==> config.mk <==
export PLATFORM = sky130hd
export DESIGN_NAME = iol_exec
export DESIGN_NICKNAME = d
export VERILOG_FILES = /design/src/hw/iol_pkg.sv /design/src/hw/iol_exec.sv /design/src/hw/iol_alu.sv
export SDC_FILE = /design/constraint.sdc
export NUM_CORES = 1
export LEC_CHECK = 0
export BUFFER_PORTS_ARGS = -buffer_cell sky130_fd_sc_hd__buf_2
export CORE_MARGIN = 1.5
export CORE_UTILIZATION = 40
export DETAILED_ROUTE_END_ITERATION = 6
export PLACE_DENSITY_LB_ADDON = 0.1
export SETUP_SLACK_MARGIN = 0.4
export SYNTH_ARGS = -nofsm -noshare
export SYNTH_HDL_FRONTEND = slang
export SYNTH_SLANG_ARGS = --single-unit
==> constraint.sdc <==
create_clock -name mclk -period 4.7 [get_ports mclk]
set_input_delay 0.705 -clock mclk [delete_from_list [all_inputs] [get_ports mclk]]
set_output_delay 0.705 -clock mclk [all_outputs]
set_load 0.1 [all_outputs]
==> src/hw/iol_pkg.sv <==
/*
 * iol_pkg: shared constants and types for the increment / or-literal
 * execute block.
 * assumes: 12-bit instruction words, 8-bit datapath, 32 file registers.
 */
package iol_pkg;

    localparam int unsigned INSTR_W   = 12;
    localparam int unsigned DATA_W    = 8;
    localparam int unsigned FADDR_W   = 5;
    localparam int unsigned FILE_DEPTH = 32;

    // instruction field positions
    localparam int unsigned DEST_BIT  = 5;
    localparam int unsigned FADDR_LSB = 0;
    localparam int unsigned LIT_LSB   = 0;

    // opcode patterns, compared against the top bits of the word
    localparam logic [5:0] OPC_INCREMENT_FILE_REGISTER = 6'h0a;  // 0010 10
    localparam logic [5:0] OPC_INCREMENT_SKIP_ON_ZERO  = 6'h0f;  // 0011 11
    localparam logic [3:0] OPC_OR_LITERAL_INTO_ACCUM   = 4'hd;   // 1101

    // status byte: zero flag position and reset values
    localparam int unsigned ZERO_BIT  = 2;
    localparam logic [7:0]  ZERO_MASK = 8'h04;
    localparam logic [7:0]  STATUS_RST = 8'h00;
    localparam logic [7:0]  ACCUM_RST  = 8'h00;
    localparam logic [7:0]  FILE_RST   = 8'h00;
    localparam logic [7:0]  ONE        = 8'h01;

    typedef enum logic [3:0] {
        IOL_OP_NONE   = 4'h1,
        IOL_OP_INC_FILE = 4'h2,
        IOL_OP_INC_SKIP = 4'h4,
        IOL_OP_OR_LIT   = 4'h8
    } iol_op_t;

endpackage : iol_pkg

==> src/hw/iol_exec.sv <==
/*
 * iol_exec: executes the plain increment, increment-and-skip and
 * or-literal instructions against a private file and working register.
 * assumes: instr/instr_valid come from program memory logic on mclk,
 * one word per instruction cycle, already fetched one ahead.
 */
// Notes on behaviour
// - plain increment adds one, sets zero, one cycle
// - destination bit 0 to accumulator, 1 to file
// - skip-increment adds one, status left unchanged
// - zero result discards prefetched word, two cycles
// - or-literal into accumulator, zero updated, one cycle
`timescale 1ns/1ps
module iol_exec #(
    parameter int unsigned DATA_W  = 8,
    parameter int unsigned FADDR_W = 5
) (
    input  wire logic                mclk,
    input  wire logic                sys_rst,
    input  wire logic [11:0]         instr,
    input  wire logic                instr_valid,
    input  wire logic [4:0]          peek_addr,
    output logic      [7:0]          accum,
    output logic      [7:0]          status,
    output logic      [7:0]          peek_data,
    output logic                     skip_active,
    output logic                     exec_done
);

    // the encodings fix the widths; other values cannot be served
    if (DATA_W != iol_pkg::DATA_W || FADDR_W != iol_pkg::FADDR_W) begin : g_chk
        $error("iol_exec: DATA_W must be 8 and FADDR_W must be 5");
    end

    logic [7:0]        file_mem [iol_pkg::FILE_DEPTH];
    logic [7:0]        next_file_mem [iol_pkg::FILE_DEPTH];
    logic [7:0]        next_accum;
    logic [7:0]        next_status;
    logic [7:0]        next_peek_data;
    logic              next_skip_active;
    logic              next_exec_done;

    logic [4:0]        faddr;
    logic [7:0]        lit;
    logic [7:0]        src_val;
    logic              do_exec;
    iol_pkg::iol_op_t  op;
    logic [7:0]        result;
    logic              result_zero;
    logic              to_file;
    logic              upd_zero;

    assign faddr   = instr[iol_pkg::FADDR_LSB +: 5];
    assign lit     = instr[iol_pkg::LIT_LSB +: 8];
    assign src_val = file_mem[faddr];
    // a word arriving while a skip is pending is the discarded one
    assign do_exec = instr_valid && !skip_active;

    iol_alu u_alu (
        .instr       (instr),
        .accum       (accum),
        .file_val    (src_val),
        .op          (op),
        .result      (result),
        .result_zero (result_zero),
        .to_file     (to_file),
        .upd_zero    (upd_zero)
    );

    always_comb begin
        next_file_mem    = file_mem;
        next_accum       = accum;
        next_status      = status;
        next_skip_active = 1'b0;
        next_exec_done   = 1'b0;
        if (do_exec && op != iol_pkg::IOL_OP_NONE) begin
            next_exec_done = 1'b1;
            if (to_file) begin
                next_file_mem[faddr] = result;
            end else begin
                next_accum = result;
            end
            if (upd_zero) begin
                // only the zero bit moves; the rest of status is kept
                next_status[iol_pkg::ZERO_BIT] = result_zero;
            end
            // one-cycle flag: the discarded slot can never start another skip
            if (op == iol_pkg::IOL_OP_INC_SKIP && result_zero) begin
                next_skip_active = 1'b1;
            end
        end
        next_peek_data = next_file_mem[peek_addr];
    end

    always_ff @(posedge mclk) begin
        if (sys_rst) begin
            for (int i = 0; i < iol_pkg::FILE_DEPTH; i++) begin
                file_mem[i] <= iol_pkg::FILE_RST;
            end
            accum       <= iol_pkg::ACCUM_RST;
            status      <= iol_pkg::STATUS_RST;
            peek_data   <= iol_pkg::FILE_RST;
            skip_active <= 1'b0;
            exec_done   <= 1'b0;
        end else begin
            file_mem    <= next_file_mem;
            accum       <= next_accum;
            status      <= next_status;
            peek_data   <= next_peek_data;
            skip_active <= next_skip_active;
            exec_done   <= next_exec_done;
        end
    end

    // checks
    // expectations rebuilt from operands, not from the alu's own result

    logic ex_inc;
    logic ex_inc_skip;
    logic ex_or_lit;
    assign ex_inc      = do_exec && op == iol_pkg::IOL_OP_INC_FILE;
    assign ex_inc_skip = do_exec && op == iol_pkg::IOL_OP_INC_SKIP;
    assign ex_or_lit   = do_exec && op == iol_pkg::IOL_OP_OR_LIT;

    property p_inc_to_accum;
        @(posedge mclk) disable iff (sys_rst)
        ex_inc && !instr[iol_pkg::DEST_BIT] |=> accum == $past(src_val) + 8'h01
            && status[iol_pkg::ZERO_BIT] == ($past(src_val) == 8'hff) && exec_done;
    endproperty
    a_inc_to_accum: assert property (p_inc_to_accum)
        else $error("increment to accumulator gave wrong value or flag");

    property p_inc_no_skip;
        @(posedge mclk) disable iff (sys_rst)
        ex_inc |=> !skip_active && exec_done;
    endproperty
    a_inc_no_skip: assert property (p_inc_no_skip)
        else $error("plain increment skipped or missed its cycle");

    property p_ignored_word;
        @(posedge mclk) disable iff (sys_rst)
        do_exec && op == iol_pkg::IOL_OP_NONE |=> !exec_done && !skip_active
            && accum == $past(accum) && status == $past(status);
    endproperty
    a_ignored_word: assert property (p_ignored_word)
        else $error("foreign word changed state");

    property p_dest_file;
        @(posedge mclk) disable iff (sys_rst)
        (ex_inc || ex_inc_skip) && instr[iol_pkg::DEST_BIT] && peek_addr == faddr
            |=> accum == $past(accum) && peek_data == $past(src_val) + 8'h01;
    endproperty
    a_dest_file: assert property (p_dest_file)
        else $error("file destination not written or accumulator disturbed");

    property p_accum_dest_keeps_file;
        @(posedge mclk) disable iff (sys_rst)
        (ex_inc || ex_inc_skip) && !instr[iol_pkg::DEST_BIT] && peek_addr == faddr
            |=> peek_data == $past(src_val);
    endproperty
    a_accum_dest_keeps_file: assert property (p_accum_dest_keeps_file)
        else $error("accumulator destination wrote the file register");

    property p_skip_dest_accum;
        @(posedge mclk) disable iff (sys_rst)
        ex_inc_skip && !instr[iol_pkg::DEST_BIT] |=> accum == $past(src_val) + 8'h01;
    endproperty
    a_skip_dest_accum: assert property (p_skip_dest_accum)
        else $error("skip-increment to accumulator gave wrong value");

    property p_skip_status_kept;
        @(posedge mclk) disable iff (sys_rst)
        ex_inc_skip |=> status == $past(status);
    endproperty
    a_skip_status_kept: assert property (p_skip_status_kept)
        else $error("skip-increment changed status");

    property p_skip_discards;
        @(posedge mclk) disable iff (sys_rst)
        ex_inc_skip && src_val == 8'hff |=> skip_active
            ##1 !skip_active && !exec_done && accum == $past(accum)
                && status == $past(status);
    endproperty
    a_skip_discards: assert property (p_skip_discards)
        else $error("zero skip did not discard the following word");

    property p_no_skip_nonzero;
        @(posedge mclk) disable iff (sys_rst)
        ex_inc_skip && src_val != 8'hff |=> !skip_active;
    endproperty
    a_no_skip_nonzero: assert property (p_no_skip_nonzero)
        else $error("skip taken on a non-zero result");

    property p_discarded_quiet;
        @(posedge mclk) disable iff (sys_rst)
        skip_active && $stable(peek_addr) |=> !skip_active && !exec_done
            && accum == $past(accum) && status == $past(status)
            && peek_data == $past(peek_data);
    endproperty
    a_discarded_quiet: assert property (p_discarded_quiet)
        else $error("discarded word changed state");

    property p_idle_no_pulse;
        @(posedge mclk) disable iff (sys_rst)
        !do_exec |=> !exec_done && !skip_active;
    endproperty
    a_idle_no_pulse: assert property (p_idle_no_pulse)
        else $error("pulse without an executed word");

    property p_or_literal;
        @(posedge mclk) disable iff (sys_rst)
        ex_or_lit |=> accum == ($past(accum) | $past(lit)) && exec_done;
    endproperty
    a_or_literal: assert property (p_or_literal)
        else $error("or-literal result wrong");

    property p_zero_only_bit;
        @(posedge mclk) disable iff (sys_rst)
        (ex_inc || ex_or_lit) |=> (status & ~iol_pkg::ZERO_MASK)
            == ($past(status) & ~iol_pkg::ZERO_MASK)
            && status[iol_pkg::ZERO_BIT] == ($past(ex_or_lit)
                ? (($past(accum) | $past(lit)) == 8'h00) : ($past(src_val) == 8'hff));
    endproperty
    a_zero_only_bit: assert property (p_zero_only_bit)
        else $error("zero flag wrong or other status bits moved");

endmodule : iol_exec

==> src/hw/iol_alu.sv <==
/*
 * iol_alu: combinational decode and arithmetic for the three instructions.
 * assumes: operands are stable for the cycle; caller registers results.
 */
`timescale 1ns/1ps
module iol_alu (
    input  wire logic [11:0]      instr,
    input  wire logic [7:0]       accum,
    input  wire logic [7:0]       file_val,
    output iol_pkg::iol_op_t      op,
    output logic      [7:0]       result,
    output logic                  result_zero,
    output logic                  to_file,
    output logic                  upd_zero
);

    function automatic iol_pkg::iol_op_t decode(input logic [11:0] w);
        if (w[11:6] == iol_pkg::OPC_INCREMENT_FILE_REGISTER) begin
            return iol_pkg::IOL_OP_INC_FILE;
        end else if (w[11:6] == iol_pkg::OPC_INCREMENT_SKIP_ON_ZERO) begin
            return iol_pkg::IOL_OP_INC_SKIP;
        end else if (w[11:8] == iol_pkg::OPC_OR_LITERAL_INTO_ACCUM) begin
            return iol_pkg::IOL_OP_OR_LIT;
        end else begin
            return iol_pkg::IOL_OP_NONE;
        end
    endfunction : decode

    always_comb begin
        op          = decode(instr);
        result      = 8'h00;
        to_file     = 1'b0;
        upd_zero    = 1'b0;
        case (op)
            iol_pkg::IOL_OP_INC_FILE: begin
                result   = file_val + iol_pkg::ONE;
                to_file  = instr[iol_pkg::DEST_BIT];
                upd_zero = 1'b1;
            end
            iol_pkg::IOL_OP_INC_SKIP: begin
                result   = file_val + iol_pkg::ONE;
                to_file  = instr[iol_pkg::DEST_BIT];
            end
            iol_pkg::IOL_OP_OR_LIT: begin
                result   = accum | instr[7:0];
                upd_zero = 1'b1;
            end
            default: begin
                result   = 8'h00;
            end
        endcase
        result_zero = (result == 8'h00);
    end

endmodule : iol_alu

==> impl_table.tex <==
\begin{tabular}{lr}
\hline
Metric & Value \\
\hline
\multicolumn{2}{l}{\textbf{Detailed routing}} \\
Antenna-violating nets left & 0 \\
TritonRoute pass-1 iters & 7 \\
Detailed-route wire length & 74700 um \\
Vias per Instance & 6.22 \\
First DRT Iteration DRCs & 2041 \\
Drt wl/cell & 28.0 um \\
Post-route DRC & 0 \\
Total number of vias & 16600 \\
\multicolumn{2}{l}{\textbf{Yosys}} \\
Proportion of synthesized chip area in sequential cells & 35.7\% \\
Fraction of post-synthesis cell area in the top cell type by area & 35.7\% \\
Fraction of registers with async set/reset & 0\% \\
Synth cell types & 83 \\
Number of standard cells after synthesis & 1925 \\
Largest area contributor in the synthesized netlist & dfxtp\_1 \\
Yosys warning total & 0 \\
Most common flop cell mapped by yosys & dfxtp\_1 \\
Number of enable flip-flop cells after synthesis & 0 \\
Post-synth design cell area & 0.0154 mm\^{}2 \\
Flop and latch count out of synthesis & 275 \\
Synth Area per Inst & 8.01 um\^{}2 \\
Most area-consuming cells after synthesis & dfxtp\_1 36\%, mux2i\_1 12\%, nor2\_1 9.3\%, a21oi\_1 6.0\%, nand2\_1 5.0\% \\
\multicolumn{2}{l}{\textbf{Power}} \\
Peak ir drop on the vdd network & 0.000246 V \\
Static leakage power & 7.34 nW \\
Cell Pwr Density & 299 mW/mm\^{}2 \\
\multicolumn{2}{l}{\textbf{Placed design}} \\
GPL Wtd Cong & 1.00 \\
Cell Area, Placed & 0.0179 mm\^{}2 \\
Number of port buffers & 38 \\
Detailed Place HPWL & 55200 um \\
\multicolumn{2}{l}{\textbf{Global route}} \\
GRT overflow & 0 \\
Initial antenna violation count & 3 \\
Maximum number of pins on one net before global-route repair & 90 \\
First-pass GRT wire length & 107000 um \\
GR Util All Layers & 37.9\% \\
Via count of the first global-routing pass & 15200 \\
\multicolumn{2}{l}{\textbf{Critical path}} \\
Kind of critical path & in2reg \\
Critical path required time & 5.17 ns \\
Endpoint type of the worst setup path & flip-flop \\
Crit-path max FO & 31 \\
Endpoint of the lowest-slack register-to-register path & peek\_data[4]\$\_SDFF\_PP0\_ \\
Start point of the critical path & instr[1] \\
Register-to-register setup slack & 0.94 ns \\
Critical Path Source Type & input pin \\
Worst flop-to-flop path startpoint & file\_mem[226]\$\_SDFF\_PP0\_ \\
Worst r2r path cells & 14 \\
Data arrival time at the worst-slack endpoint & 4.70 ns \\
Capture point of the worst path & peek\_data[6]\$\_SDFF\_PP0\_ \\
\multicolumn{2}{l}{\textbf{Clocking}} \\
Hold buffer count at cts & 0 \\
Clock Pin Slew Worst Setup and Hold Paths & 0.06 ns \\
Clock network latency to the later pin of the worst-skew pair & 0.55 ns \\
Number of CTS-inserted buffers & 35 \\
Clock tree buffer depth & 3 \\
H-tree depth reported by CTS & 2 \\
Clock sink count & 275 \\
CTS root buf & clkbuf\_16 \\
CTS tree & yes \\
\multicolumn{2}{l}{\textbf{STA}} \\
Number of endpoints failing setup at the final stage & 0 \\
Final clock period utilization by the worst path & 89.9\% \\
Number of max-slew violations in the final report & 0 \\
Clock skew after layout & 0.0141 ns \\
Final hold viol count & 0 \\
Max-slew headroom & 13.0\% \\
Final period demand of the worst path & 4.22 ns \\
Worst slack on hold paths & 0.435 ns \\
Transition time at the pin with the least slew margin & 1.30 ns \\
Max Fclk & 237 MHz \\
RSZ-0062 raised after global routing & false \\
\multicolumn{2}{l}{\textbf{Min path}} \\
Startpoint of the most critical hold path & instr[8] \\
Class of the tightest hold or removal check & in2reg \\
\multicolumn{2}{l}{\textbf{Finish}} \\
Final Cell Area & 0.0191 mm\^{}2 \\
Layout cells sized above 1 & 21.0\% \\
Most common cell after layout, fill and taps aside & nor2\_1 \\
Number of inserted diodes & 0 \\
Post-synthesis to final-layout area growth & 24.0\% \\
Most frequent cells in the layout & 382 x nor2\_1, 282 x buf\_4, 275 x dfxtp\_1 \\
Final \#Nets & 2152 \\
\multicolumn{2}{l}{\textbf{Floorplan}} \\
Chip height & 199 um \\
Die width & 199 um \\
Core Region & 0.0378 mm\^{}2 \\
Initial Util & 40.7\% \\
Die Outline Area & 0.0397 mm\^{}2 \\
Number of top-level pins & 46 \\
Row cnt & 71 \\
\multicolumn{2}{l}{\textbf{Status}} \\
Run status & finished clean \\
\multicolumn{2}{l}{\textbf{Run}} \\
Number of maximum-capacitance violations & 0 \\
\hline
\end{tabular}
metrics by stage:
step | cells | setup TNS, ns | util (%) | total power [mW] | worst slack [ns]
after floorplan | 1931 | 0 | - | 2.73 | 0.766
after global placement | 2604 | -0.280 | 47.2 | 2.95 | -0.131
after detailed placement | 2604 | -0.293 | 47.2 | 2.94 | -0.135
after CTS | 2665 | 0 | 50.3 | 5.72 | 0.439
after global routing | 2666 | 0 | 50.5 | 5.86 | 0.395
final | 2666 | 0 | 50.5 | 5.72 | 0.476
synthesized netlist by cell type, drive strengths merged, types with 13 or more instances:
master  instances
nor4           24
o21ai          59
mux4           28
nor3           21
clkbuf        119
a21oi         186
o22ai          58
mux2i         190
nor2          382
dfxtp         275
nand3          22
a211oi         21
o31ai          13
o21a           26
nand4          15
nand2         207
buf            49
and2           36
o211ai         25
routing by layer:
layer	track usage (%)	vias up	wire (um)
met5	0	-	40
met4	17.7	6	3800
met3	8.54	228	7860
met2	56.1	995	31600
met1	52.0	8015	31400
li1	-	7341	-
power by group:
part / switching, mW / total [mW] / leakage (nW) / internal [mW]
sequential: 0.00484 / 2.34 / 2.22 / 2.34
combinational: 0.412 / 0.574 / 4.55 / 0.162
clock: 1.10 / 2.81 / 0.578 / 1.71
sequential cells by signal, summed over array words and instances, names as in the netlist:
name	flops
accum	8
skip_active	1
exec_done	1
status	1
file_mem	256
peek_data	8
layout make-up:
cell class | instances | area, um^2
Clock inverter | 9 | 123
Sequential cell | 275 | 5510
Clock buffer | 52 | 1050
Inverter | 7 | 26.3
Timing Repair Buffer | 331 | 2550
Multi-Input combinational cell | 1481 | 9230
Tap cell | 511 | 639
Fill cell | 3754 | 18700
critical path: stages:
cell and delay, ns:
buf_8 0.25, buf_12 0.28, mux2i_1 0.45, o22ai_1 0.17, nor4_1 0.31, nand2_1 0.15, ha_1 0.29, a21boi_0 0.14
o2111ai_1 0.18, xor2_4 0.16, buf_4 0.20, buf_4 0.16, o21a_1 0.19, and2_1 0.14, a2111oi_0 0.55, nor4_2 0.15
nor3_1 0.14
logic make-up (layout without fill, tap and decap cells):
kind of cell / Yosys count / in the layout / share of synthesized area, %
and+or+nand+nor: 764 / 764 / 22.0
xor gates and xnor gates: 4 / 4 / 0.227
adders and majority gates: 1 / 1 / 0.0811
DFF: 275 / 275 / 35.7
other: 1 / 7 / 0.0243
AOI/OAI and AO/OA: 483 / 483 / 19.9
buffers and inverters: 175 / 399 / 5.30
muxes: 222 / 222 / 16.7
worst min path at each step:
stage               slack, ns  cells after the start                        to
finish                   0.44                      3    skip_active$_SDFF_PP0_
floorplan                0.44                      2   file_mem[47]$_SDFF_PP0_
global placement         0.46                      2  file_mem[251]$_SDFF_PP0_
global route             0.45                      3    skip_active$_SDFF_PP0_
CTS                      0.42                      3    skip_active$_SDFF_PP0_
detailed placement       0.46                      2   file_mem[83]$_SDFF_PP0_
timing repair:
item,in CTS,in global routing
buffers inserted,0,1
gates resized for setup,0,18
hold endpoints to repair,0,0
endpoints found under the setup margin,0,6
No activity file was read; power rests on OpenSTA's default activity.
